$ cat src/pkg/sar_seq_pkg.sv
package sar_seq_pkg;
  // ---------------------------------------------------------------------------
  // resolution and code points
  // ---------------------------------------------------------------------------
  localparam int unsigned RES_BITS     = 16;
  localparam logic [15:0] CODE_ZERO    = 16'h0000;
  localparam logic [15:0] CODE_MID     = 16'h8000;
  localparam logic [15:0] CODE_FULL    = 16'hffff;
  localparam logic [4:0]  MSB_INDEX    = 5'h0f;

  // ---------------------------------------------------------------------------
  // timing: conversion clock divider and switch settle times
  // ---------------------------------------------------------------------------
  localparam int unsigned CLK_PERIOD_NS   = 20;
  localparam int unsigned SETTLE_NS       = 40;
  localparam int unsigned SETTLE_CYCLES   = (SETTLE_NS + CLK_PERIOD_NS - 1) / CLK_PERIOD_NS;
  localparam int unsigned CONV_DIV_CYCLES = 2;

  // ---------------------------------------------------------------------------
  // sequencer states
  // ---------------------------------------------------------------------------
  typedef enum logic [2:0] {
    ST_SLEEP  = 3'b000,
    ST_OPEN   = 3'b001,
    ST_GROUND = 3'b010,
    ST_TEST   = 3'b011,
    ST_DONE   = 3'b100
  } seq_state_t;
endpackage

$ cat src/hw/sar_conversion_sequencer.sv
`timescale 1ns/10ps
// Notes on behaviour
// - a rising edge on convert_start_input after acquisition ends acquisition and starts a conversion.
// - at conversion start the ground switches open first, then both arrays leave the inputs for ground.
// - sixteen binary-weighted elements are tried from msb down to lsb, smallest step one part in 65,536.
// - after the last bit the device returns to acquisition, presents the code and pulses busy-done.
// - bit decisions are paced by an internal conversion tick, independent of any serial clock.
// - the result is straight binary, 0000 at zero, 8000 at half reference, ffff one step below full scale.
// - an input above the reference range yields ffff, never a wrapped code.
// - an input below ground yields 0000.
// - the presented result belongs to the sample taken at the same conversion's start edge.
// - conversion circuitry is powered down between conversions.
module sar_conversion_sequencer
  import sar_seq_pkg::*;
#(
  parameter int unsigned BITS     = RES_BITS,
  parameter int unsigned DIV      = CONV_DIV_CYCLES,
  parameter int unsigned SETTLE   = SETTLE_CYCLES
) (
  input  wire logic            clk,
  input  wire logic            reset_n,
  input  wire logic            clk_en,
  input  wire logic            convert_start_input,
  input  wire logic            comp_above,
  input  wire logic            over_range,
  input  wire logic            under_range,
  output logic                 pos_array_ground_switch,
  output logic                 neg_array_ground_switch,
  output logic                 array_to_input,
  output logic [BITS-1:0]      dac_bits,
  output logic                 conv_power_on,
  output logic                 busy,
  output logic                 conv_done,
  output logic [BITS-1:0]      result_code
);

  // ---------------------------------------------------------------------------
  // state
  // ---------------------------------------------------------------------------
  seq_state_t        state_q,  state_d;
  logic              cnv_q;
  logic [7:0]        tick_cnt_q;
  logic [4:0]        bit_idx_q;
  logic [BITS-1:0]   trial_q;
  logic              gnd_sw_q;
  logic              to_in_q;
  logic              pwr_q;
  logic              busy_q;
  logic              done_q;
  logic [BITS-1:0]   code_q;

  // ---------------------------------------------------------------------------
  // decode
  // ---------------------------------------------------------------------------
  // one-hot mask of the bit under test
  function automatic logic [BITS-1:0] bit_mask(input logic [4:0] idx);
    bit_mask = {{(BITS-1){1'b0}}, 1'b1} << idx;
  endfunction

  // edge detector against the last sampled level; cnv_q resets low, so a start
  // level already high at reset release counts as a fresh edge
  wire            start_edge = convert_start_input & ~cnv_q;
  wire            idle       = (state_q == ST_SLEEP);
  wire            launch     = start_edge & idle;
  wire            in_test    = (state_q == ST_TEST);
  wire            tick       = (tick_cnt_q == 8'(DIV - 1));
  wire            settle_end = (tick_cnt_q == 8'(SETTLE - 1));
  wire            last_bit   = (bit_idx_q == 5'h00);
  wire            bit_tick   = in_test & tick;
  wire            final_tick = bit_tick & last_bit;
  // next-state decodes shared by the switch, power and tick counter registers
  wire            will_sleep = (state_d == ST_SLEEP);
  wire            will_open  = (state_d == ST_OPEN);
  wire            moving     = (state_d != state_q);
  wire [4:0]      lower_idx  = 5'(bit_idx_q - 5'h01);
  wire [BITS-1:0] cur_mask   = bit_mask(bit_idx_q);
  // comparator says the trial overshoots: drop this bit
  wire [BITS-1:0] kept_trial = comp_above ? (trial_q & ~cur_mask) : trial_q;
  // the next lower weight is tried in the same tick that decides this one
  wire [BITS-1:0] next_trial = last_bit ? kept_trial : (kept_trial | bit_mask(lower_idx));
  // clamp out-of-range samples; the flags are latched at the sampling edge
  wire [BITS-1:0] final_code = over_range  ? BITS'(CODE_FULL) :
                               under_range ? BITS'(CODE_ZERO) :
                               kept_trial;

  // ---------------------------------------------------------------------------
  // next state
  // ---------------------------------------------------------------------------
  // settle waits use the shared tick counter; the done state lasts one cycle
  always_comb begin
    state_d = state_q;
    case (state_q)
      ST_SLEEP:  if (launch) state_d = ST_OPEN;
      ST_OPEN:   if (settle_end) state_d = ST_GROUND;
      ST_GROUND: if (settle_end) state_d = ST_TEST;
      ST_TEST:   if (final_tick) state_d = ST_DONE;
      ST_DONE:   state_d = ST_SLEEP;
      default:   state_d = ST_SLEEP;
    endcase
  end

  // ---------------------------------------------------------------------------
  // sequencer registers
  // ---------------------------------------------------------------------------
  // state register
  always_ff @(posedge clk or negedge reset_n) begin
    if (!reset_n) begin
      state_q <= ST_SLEEP;
    end else if (clk_en) begin
      state_q <= state_d;
    end
  end

  // last sampled start level; frozen with clk_en, so an edge held off by a
  // low enable is still seen once the enable returns
  always_ff @(posedge clk or negedge reset_n) begin
    if (!reset_n) begin
      cnv_q <= 1'b0;
    end else if (clk_en) begin
      cnv_q <= convert_start_input;
    end
  end

  // the tick counter is shared by settle waits and the bit clock; it only
  // runs while awake so the divider also sleeps between conversions
  always_ff @(posedge clk or negedge reset_n) begin
    if (!reset_n) begin
      tick_cnt_q <= 8'h00;
    end else if (clk_en) begin
      if (idle || moving || bit_tick)
        tick_cnt_q <= 8'h00;
      else
        tick_cnt_q <= tick_cnt_q + 8'h01;
    end
  end

  // successive approximation: the msb weight is tried first, and each bit tick
  // keeps or drops the weight under test before trying the next lower one
  always_ff @(posedge clk or negedge reset_n) begin
    if (!reset_n) begin
      bit_idx_q <= MSB_INDEX;
      trial_q   <= '0;
    end else if (clk_en) begin
      if (launch) begin
        bit_idx_q <= 5'(BITS - 1);
        trial_q   <= BITS'(CODE_MID);
      end else if (bit_tick) begin
        trial_q <= next_trial;
        if (!last_bit)
          bit_idx_q <= lower_idx;
      end
    end
  end

  // ground switches closed only while tracking; they open on the launch edge
  always_ff @(posedge clk or negedge reset_n) begin
    if (!reset_n) begin
      gnd_sw_q <= 1'b1;
    end else if (clk_en) begin
      gnd_sw_q <= will_sleep;
    end
  end

  // arrays leave the inputs one settle time after the switches have opened
  always_ff @(posedge clk or negedge reset_n) begin
    if (!reset_n) begin
      to_in_q <= 1'b1;
    end else if (clk_en) begin
      to_in_q <= will_sleep || will_open;
    end
  end

  // converter power follows activity, so idle cost scales with the start rate
  always_ff @(posedge clk or negedge reset_n) begin
    if (!reset_n) begin
      pwr_q <= 1'b0;
    end else if (clk_en) begin
      pwr_q <= !will_sleep;
    end
  end

  // busy spans launch to the final decision; later start edges cannot retrigger it
  always_ff @(posedge clk or negedge reset_n) begin
    if (!reset_n) begin
      busy_q <= 1'b0;
    end else if (clk_en) begin
      if (launch)
        busy_q <= 1'b1;
      else if (final_tick)
        busy_q <= 1'b0;
    end
  end

  // completion pulse, one enabled cycle wide
  always_ff @(posedge clk or negedge reset_n) begin
    if (!reset_n) begin
      done_q <= 1'b0;
    end else if (clk_en) begin
      done_q <= final_tick;
    end
  end

  // code is written only at the end of its own conversion, never from a later sample
  always_ff @(posedge clk or negedge reset_n) begin
    if (!reset_n) begin
      code_q <= '0;
    end else if (clk_en) begin
      if (final_tick)
        code_q <= final_code;
    end
  end

  // ---------------------------------------------------------------------------
  // outputs
  // ---------------------------------------------------------------------------
  // both ground switches move together; every output is a plain register copy
  assign pos_array_ground_switch = gnd_sw_q;
  assign neg_array_ground_switch = gnd_sw_q;
  assign array_to_input          = to_in_q;
  assign dac_bits                = trial_q;
  assign conv_power_on           = pwr_q;
  assign busy                    = busy_q;
  assign conv_done               = done_q;
  assign result_code             = code_q;

endmodule // sar_conversion_sequencer

$ cat config.mk
export PLATFORM = sky130hd
export DESIGN_NAME = sar_conversion_sequencer
export DESIGN_NICKNAME = d
export VERILOG_FILES = /design/src/pkg/sar_seq_pkg.sv /design/src/hw/sar_conversion_sequencer.sv
export SDC_FILE = /design/constraint.sdc
export NUM_CORES = 1
export LEC_CHECK = 0
export ABC_AREA = 1
export BUFFER_PORTS_ARGS = -buffer_cell sky130_fd_sc_hd__buf_2
export CAP_MARGIN = 0
export CORE_MARGIN = 2
export CORE_UTILIZATION = 45
export CTS_CLUSTER_SIZE = 20
export DETAILED_ROUTE_END_ITERATION = 10
export PLACE_DENSITY_LB_ADDON = 0.2
export SETUP_SLACK_MARGIN = 0.2
export SLEW_MARGIN = 25
export SYNTH_ARGS = -nofsm -noshare
export SYNTH_HDL_FRONTEND = slang
export SYNTH_SLANG_ARGS = --single-unit
$ cat constraint.sdc
create_clock -name clk -period 2.3 [get_ports clk]
set_clock_uncertainty 0.1 [all_clocks]
set_input_delay 0.575 -clock clk [delete_from_list [all_inputs] [get_ports clk]]
set_output_delay 0.575 -clock clk [all_outputs]
set_load 0.01 [all_outputs]
# Word level (Yosys, flattened, before mapping)
# Index checks and enable logic that the tools add are counted.
# totals
out_inout_bits	38
regBits	54
inputBits	7
# op_classes
n_mux	17
addsub	2
bitwise_logic	8
reduce_logical	13
shift	2
n_eq_ne	7
# op_table
operator	n
two-way mux 16 bit	6
left shift 1 x 5 -> 16 bit (first input constant)	2
AND 16 bit	1
NOT 16 bit	1
bitwise OR 16 bit	1
two-way mux 5 bit	3
two-way mux 3 bit	4
case mux 3 bit (4 select lines)	1
adder 8 x 1 -> 8 bit (second input constant)	1
== test 8 x 1 -> 1 bit (second input constant)	1
two-way mux 8 bit	1
== test 3 x 1 -> 1 bit (second input constant)	2
== test 3 x 2 -> 1 bit (second input constant)	2
zero test 3 bit	2
AND reduction 2 bit	3
zero test 5 bit	1
subtractor 5 x 1 -> 5 bit (second input constant)	1
AND 1 bit	4
nonzero test 2 bit	2
logical OR 1 bit	3
!= test 3 bit	1
AND reduction 3 bit	1
two-way mux 1 bit	2
!= test 2 bit (second input constant)	1
2 further kinds	2

# Longest topological paths before layout
# Gate-level depths: netlist (run 1).
# depth
depth_word	9
ltp_mapped	12
depth_no_buf	11

# Worst setup path after synthesis (run 1)
# Ideal clock, no wire load.
# synth_timing
kind	register -> register
startpoint	register bit_idx_q[0]
endpoint	register trial_q[12], in the netlist dac_bits[12]
arrival_time_ns	1.699
synth_period_minus_slack_ns	1.864
path_buffers	0
path_stages_with_launch	11
path_slack_ns	0.436
required_time_ns	2.135
cell_sequence	dfstp_2 -> inv_1 -> ha_1 -> nand2_1 -> xor2_1 -> nand2_1 -> nor2_1 -> inv_1 -> o21ai_0 -> nand2_1 -> nand2_1
# synth_via
elab_chain_cells	8
word_cells_on_any_way	11
# synth_rtl
item	line_no	text
start, declared	sar_conversion_sequencer.sv:43	logic [4:0] bit_idx_q;
start signal, assigned	sar_conversion_sequencer.sv:145	bit_idx_q <= 5'(BITS - 1);
start signal, assigned	sar_conversion_sequencer.sv:150	bit_idx_q <= lower_idx;
parallel branches: the longest is 5 deep, another holds subtractor 5 x 1 -> 5 bit	--	
two-way mux 16 bit (*)	sar_conversion_sequencer.sv:80	wire [BITS-1:0] next_trial = last_bit ? kept_trial : (kept_trial | bit_mask(lower_idx));
two-way mux 16 bit (*)	sar_conversion_sequencer.sv:147	end else if (bit_tick) begin
two-way mux 16 bit (*)	sar_conversion_sequencer.sv:144	if (launch) begin
end signal, assigned	sar_conversion_sequencer.sv:146	trial_q <= BITS'(CODE_MID);
end signal, assigned	sar_conversion_sequencer.sv:148	trial_q <= next_trial;
end, declared	sar_conversion_sequencer.sv:44	logic [BITS-1:0] trial_q;
# Every way passes the cells marked *. The select of a mux whose other input is x is not followed.
# A chain may end at the register's enable or synchronous reset.

# Final worst setup path (run 1)
# Ends and elaborated chain as after synthesis.

==> flow_metrics.tcl, run 1 <==
set metrics [dict create \
    timing.hold.ws_ps 127 \
    p_leak_nw 1.72 \
    grt_antenna_before_repair 0 \
    final_nets 425 \
    finalInstanceArea_mm2 0.00341 \
    worstSetupPathType "register to register" \
    clkTransAtPathRegs_ps 90 \
    die-area_mm2 0.00721 \
    start_kind "register" \
    cts_tree "built" \
    period_minus_slack_ps 2000 \
    total_power_w 0.00273 \
    slowest_stage "dfstp_2" \
    fill_cells 612 \
    worst_pin_slew_ps 522 \
    yosys_warnings 0 \
    routed_wl_um 6790 \
    wl_per_cell_um 13.9 \
    grt_overflow_total 0 \
    ios 45 \
    worstPathArrival_ps 2160 \
    synth-seq-cells 54 \
    synth_cell_type_count 30 \
    syn_inst 363 \
    layout-drive-gt1-share 0.243 \
    period_share 0.870 \
    cp_slowest_stage_delay_ps 580 \
    layout_common_cells "nand2_1 (70), o21ai_0 (50), inv_1 (47), dfrtp_1 (47)" \
    chipWidth_um 84.9 \
    synth_nets 377 \
    hpwl_um 4920 \
    cts_buffer_depth 2 \
    syn_area_per_cell_um2 8.12 \
    drt_first_pass_iters 4 \
    grt_max_degree 39 \
    grt_pass1_wl_um 11600 \
    clk_root_buffer_cell "clkbuf_8" \
    finalNonFillerCells 489 \
    design.core.area_mm2 0.00635 \
    io_buffers 44 \
    place_area_mm2 0.00324 \
    die_y_um 84.9 \
    cts_hold_buffers 0 \
    synth_area_mm2 0.00295 \
    multiInputGateArea_mm2 0.00135 \
    ant_nets 0 \
    rsz0062_at_grt "true" \
    maxCapViolCount 0 \
    final_common_cell "nand2_1" \
    initial_core_util 0.464 \
    worst_hold_path_type "input port to async pin" \
    dp.cells 477 \
    yosysSeqAreaShare 0.461 \
    slew_headroom 0.652 \
    setup_viol_count_final 0 \
    cts_inserted_buffers 5 \
    via_per_inst 5.12 \
    finalHoldViolCount 0 \
    final-seq-area_mm2 0.00136 \
    clock.fmax_mhz 499 \
    grt_pass1_vias 2396 \
    drcViolationCount 0 \
    vias 2504 \
    core.rowCount 29 \
    drt_iter0_markers 161 \
    crit_chain "inv_1 -> ha_1 -> nand2_1 -> xor2_2 -> nand2_1 -> nor2_4 -> inv_1 -> o21ai_0 -> nand2_1 -> nand2_1" \
    cp_max_fo 6 \
    htreeDepth 2 \
    areaGrowthSynthToFinish_pct 15.7 \
    setup_tns_ps 0 \
    grtUsageTotal 0.198 \
    crit_required_ps 2450 \
    numClockSinks 54 \
    clock_latency_ps 310 \
    ir_drop_mv 0.470 \
    critPathCaptureType "register" \
    slew_violations 0 \
    diodes 0 \
    power.density_mw_per_mm2 801 \
    place.gp.congestion 0.953 \
    status "completed" \
    cp_common_cell "nand2_1" \
]
power by group:
part           internal [W]  leakage (nW)  total (W)  switching, W
sequential          0.00110         0.632    0.00123      0.000127
clock              0.000250        0.0489   0.000576      0.000326
combinational      0.000339          1.04   0.000925      0.000586
cells in the mapped netlist:
cell type,instances,share of area
o21ai_0,52,0.088
a21oi_2,16,0.048
nand4_4,1,0.0072
xor2_1,8,0.024
inv_2,1,0.0013
ha_1,7,0.030
clkbuf_1,3,0.0038
xnor2_1,1,0.0030
nor3_1,2,0.0034
or2_2,2,0.0042
dfrtp_1,48,0.41
a21boi_0,8,0.020
inv_1,49,0.062
o22ai_1,1,0.0021
nand2_2,1,0.0021
nand3_2,2,0.0068
nand4_1,4,0.0085
dfstp_2,6,0.054
a31oi_1,1,0.0021
nand3b_1,1,0.0025
buf_6,4,0.015
a21oi_1,11,0.019
nor2_2,1,0.0021
nand3_1,9,0.015
nor2_4,2,0.0076
o211a_1,1,0.0034
buf_2,4,0.0068
buf_4,1,0.0025
nor2_1,45,0.057
nand2_1,71,0.090
logic make-up after synthesis:
family / share of synthesized area
simple gates: 0.208
compound gates: 0.183
buf+inv: 0.0921
flops: 0.461
xor+xnor: 0.0268
fa+ha+maj: 0.0297
per-layer routing:
metal	wire length [um]	up-vias	GRT usage
li1	-	1249	-
met1	3120	1171	0.275
met2	3190	73	0.317
met3	347	11	0.0370
met4	130	0	0.0620
met5	0	-	0
metrics by stage:
stage / utilization / setup slack, ps
after floorplan: - / 436
after global placement: 0.511 / 256
after detailed placement: 0.511 / 176
after CTS: 0.526 / 203
after global routing: 0.537 / 177
final: 0.537 / 298
worst max-delay path, delay by kind of cell, from the launching register on:
| kind | cells | cell delay, ps |
|---|---|---|
| adder cells (fa/ha/maj) | 1 | 230 |
| flip-flops | 1 | 580 |
| buffers and inverters | 2 | 170 |
| AND/OR/NAND/NOR | 5 | 530 |
| XOR/XNOR | 1 | 200 |
| AO/OA/AOI/OAI | 1 | 140 |
path summary, 6_finish.rpt:
path	start	to	slack (ps)	cells past startpoint
max	bit_idx_q[0]	dac_bits[12]	300	10
min	reset_n	dac_bits[6]	130	1
max reg2reg	bit_idx_q[0]	dac_bits[12]	300	10
min reg2reg	busy	busy	400	2
max in group asynchronous	reset_n	neg_array_ground_switch	1350	2
min in group clk	busy	busy	400	2
sequential cells by signal, indices dropped and copies added (netlist names):
| register | cells |
|---|---|
| dac_bits | 16 |
| result_code | 16 |
| tick_cnt_q | 8 |
| bit_idx_q | 5 |
| state_q | 3 |
| array_to_input | 1 |
| busy | 1 |
| cnv_q | 1 |
| conv_done | 1 |
| conv_power_on | 1 |
| neg_array_ground_switch | 1 |
what timing repair did:
| item | 4_1_cts | 5_1_grt |
|---|---|---|
| endpoints found under the setup margin | 5 | 23 |
| setup buffers | 0 | 4 |
| resized for setup | 1 | 11 |
final cells by class:
class                           instances  area share
Clock buffer                            7      0.0253
Tap cell                               77      0.0283
Inverter                               50      0.0561
Clock inverter                          1     0.00257
Sequential cell                        54       0.399
Multi-Input combinational cell        247       0.397
Timing Repair Buffer                   53      0.0917
Note: power is estimated with default switching activity, not from simulation.
==> run 2, diff against run 1 <==
--- a/config.mk
+++ b/config.mk
@@ -5,7 +5,6 @@
 export SDC_FILE = /design/constraint.sdc
 export NUM_CORES = 1
 export LEC_CHECK = 0
-export ABC_AREA = 1
 export BUFFER_PORTS_ARGS = -buffer_cell sky130_fd_sc_hd__buf_2
 export CAP_MARGIN = 0
 export CORE_MARGIN = 2
==> flow_metrics.tcl, run 2 <==
set metrics [dict create \
    status "completed" \
    total_power_w 0.00461 \
    slew_violations 0 \
    grt_overflow_total 0 \
    synthTopCellsByArea "dfrtp_1 (39%), o21ai_0 (5.2%), dfstp_2 (5.1%)" \
    synth_common_cells "dfrtp_1 (48), o21ai_0 (32), nor2_1 (30)" \
    setup_tns_ps 0 \
    synth_ff_type "dfrtp_1" \
    swShare 0.401 \
    io_buffers 44 \
    power.density_mw_per_mm2 1180 \
    worst_pin_slew_ps 523 \
    cts_tree "built" \
    finalNonFillerCells 477 \
    synth_nets 345 \
    maxCapViolCount 0 \
    diodes 0 \
    slowest_stage "or4b_4" \
    vias 2701 \
    drt_first_pass_iters 4 \
    routed_wl_um 7750 \
    rsz0062_at_grt "true" \
    critPathCaptureType "register" \
    syn_inst 331 \
    die_y_um 86.6 \
    clock_latency_ps 300 \
    yosysTopAreaCellShare 0.391 \
    final_common_cell "dfrtp_1" \
    synth_area_mm2 0.00307 \
    crit_chain "inv_2 -> ha_4 -> or4b_4 -> nor3_4 -> buf_12 -> buf_12 -> mux2i_4 -> o41ai_2" \
    place.gp.congestion 0.937 \
    clock.fmax_mhz 470 \
    grt_pass1_wl_um 12500 \
    grt_antenna_before_repair 0 \
    worstPathArrival_ps 2210 \
    async_flop_share 1.00 \
    htreeDepth 2 \
    drt_iter0_markers 128 \
    hpwl_um 5340 \
    worst_hold_path_type "input port to async pin" \
    synth_cell_type_count 56 \
    via_per_inst 5.66 \
    period_share 0.926 \
    final_nets 411 \
    yosysTopAreaCell "dfrtp_1" \
    period_minus_slack_ps 2130 \
    finalHoldViolCount 0 \
    crit_required_ps 2380 \
    numClockSinks 54 \
    clk_root_buffer_cell "clkbuf_8" \
    areaGrowthSynthToFinish_pct 26.7 \
    initial_core_util 0.460 \
    chipWidth_um 86.6 \
    grt_max_degree 34 \
    cp_max_fo 8 \
    dp.cells 455 \
    die-area_mm2 0.00750 \
    fill_cells 600 \
    p_sw_w 0.00185 \
    syn_area_per_cell_um2 9.28 \
    p_leak_nw 1.78 \
    yosysSeqAreaShare 0.443 \
    setup_viol_count_final 0 \
    p_int_w 0.00276 \
    synth.most_common_cell "dfrtp_1" \
    cp_slowest_stage_delay_ps 500 \
    seq_power_share 0.340 \
    ant_nets 0 \
    slew_headroom 0.651 \
    layout-drive-gt1-share 0.317 \
    cts_inserted_buffers 5 \
    cts_buffer_depth 2 \
    cp_common_cell "buf_12" \
    core.rowCount 30 \
    start_kind "register" \
    grtUsageTotal 0.208 \
    ios 45 \
    synth_edf_count 0 \
    synth-seq-cells 54 \
    power.share.combinational 0.518 \
    drcViolationCount 0 \
    utilization 0.582 \
    wl_per_cell_um 16.2 \
    worstSetupPathType "register to register" \
    cts_hold_buffers 0 \
    ir_drop_mv 0.619 \
    yosys_warnings 0 \
    clkPwrFrac 0.143 \
    layout_common_cells "dfrtp_1 (48), buf_2 (45), nor2_1 (30)" \
    clkTransAtPathRegs_ps 90 \
    grt_pass1_vias 2529 \
    design.core.area_mm2 0.00668 \
]
[run 2: final cells by class]
type                    instances  area [um^2]  area share
multi-input cells             239         1640       0.423
flip-flops and latches         54         1360       0.349
repair buffers                 82          618       0.159
well taps                      80          100      0.0257
clock buffers                   6         82.6      0.0212
inverters                      15         56.3      0.0145
clock inverters                 1         30.0     0.00772
[run 2: path summary, 6_finish.rpt]
path,slack (ps),depth (start not counted),to,from
setup reg to reg,170,8,dac_bits[10],tick_cnt_q[1]
hold / removal,140,1,tick_cnt_q[0],reset_n
hold reg to reg,390,1,busy,busy
min in group clk,390,1,busy,busy
max in group asynchronous,1410,2,dac_bits[10],reset_n
setup / recovery,170,8,dac_bits[10],tick_cnt_q[1]
[run 2: what timing repair did]
action	CTS	global route
gates cloned	3	1
endpoints found under the setup margin	44	48
resized for setup	14	21
buffers inserted	7	4
pin swaps	3	2
[run 2: power by group through the flow]
stage | clock (W) | combinational [W] | sequential (W)
detailed placement | 0 | 0.00205 | 0.00158
floorplan | 0 | 0.00127 | 0.00162
global route | 0.000693 | 0.00262 | 0.00162
global placement | 0 | 0.00202 | 0.00157
CTS | 0.000669 | 0.00225 | 0.00156
finish | 0.000658 | 0.00238 | 0.00156
[run 2: logic make-up after synthesis]
family / share of synthesized area
AO/OA/AOI/OAI: 0.231
XOR/XNOR: 0.0114
adder cells (fa/ha/maj): 0.0285
buffers and inverters: 0.0534
flip-flops: 0.443
multiplexers: 0.0562
AND/OR/NAND/NOR: 0.177
[run 2: through the flow]
step	instance area (um^2)	worst slack (ps)	hold slack (ps)
floorplan	3080	202	179
global placement	3490	45.1	358
detailed placement	3490	3.50	369
CTS	3760	179	154
global route	3890	106	187
finish	3890	171	136
[run 2: critical path, delay by kind of cell (launching register included)]
family,cells,cell delay [ps]
buf+inv,3,370
mux,1,230
simple gates,2,670
flops,1,400
fa+ha+maj,1,120
compound gates,1,100
[run 2: metal layers]
| metal | vias to the layer above | global-route usage | routed length (um) |
|---|---|---|---|
| met2 | 63 | 0.325 | 3660 |
| met4 | 0 | 0.0455 | 49 |
| met3 | 4 | 0.0333 | 395 |
| met5 | - | 0 | 0 |
| met1 | 1308 | 0.305 | 3650 |
| li1 | 1326 | - | - |
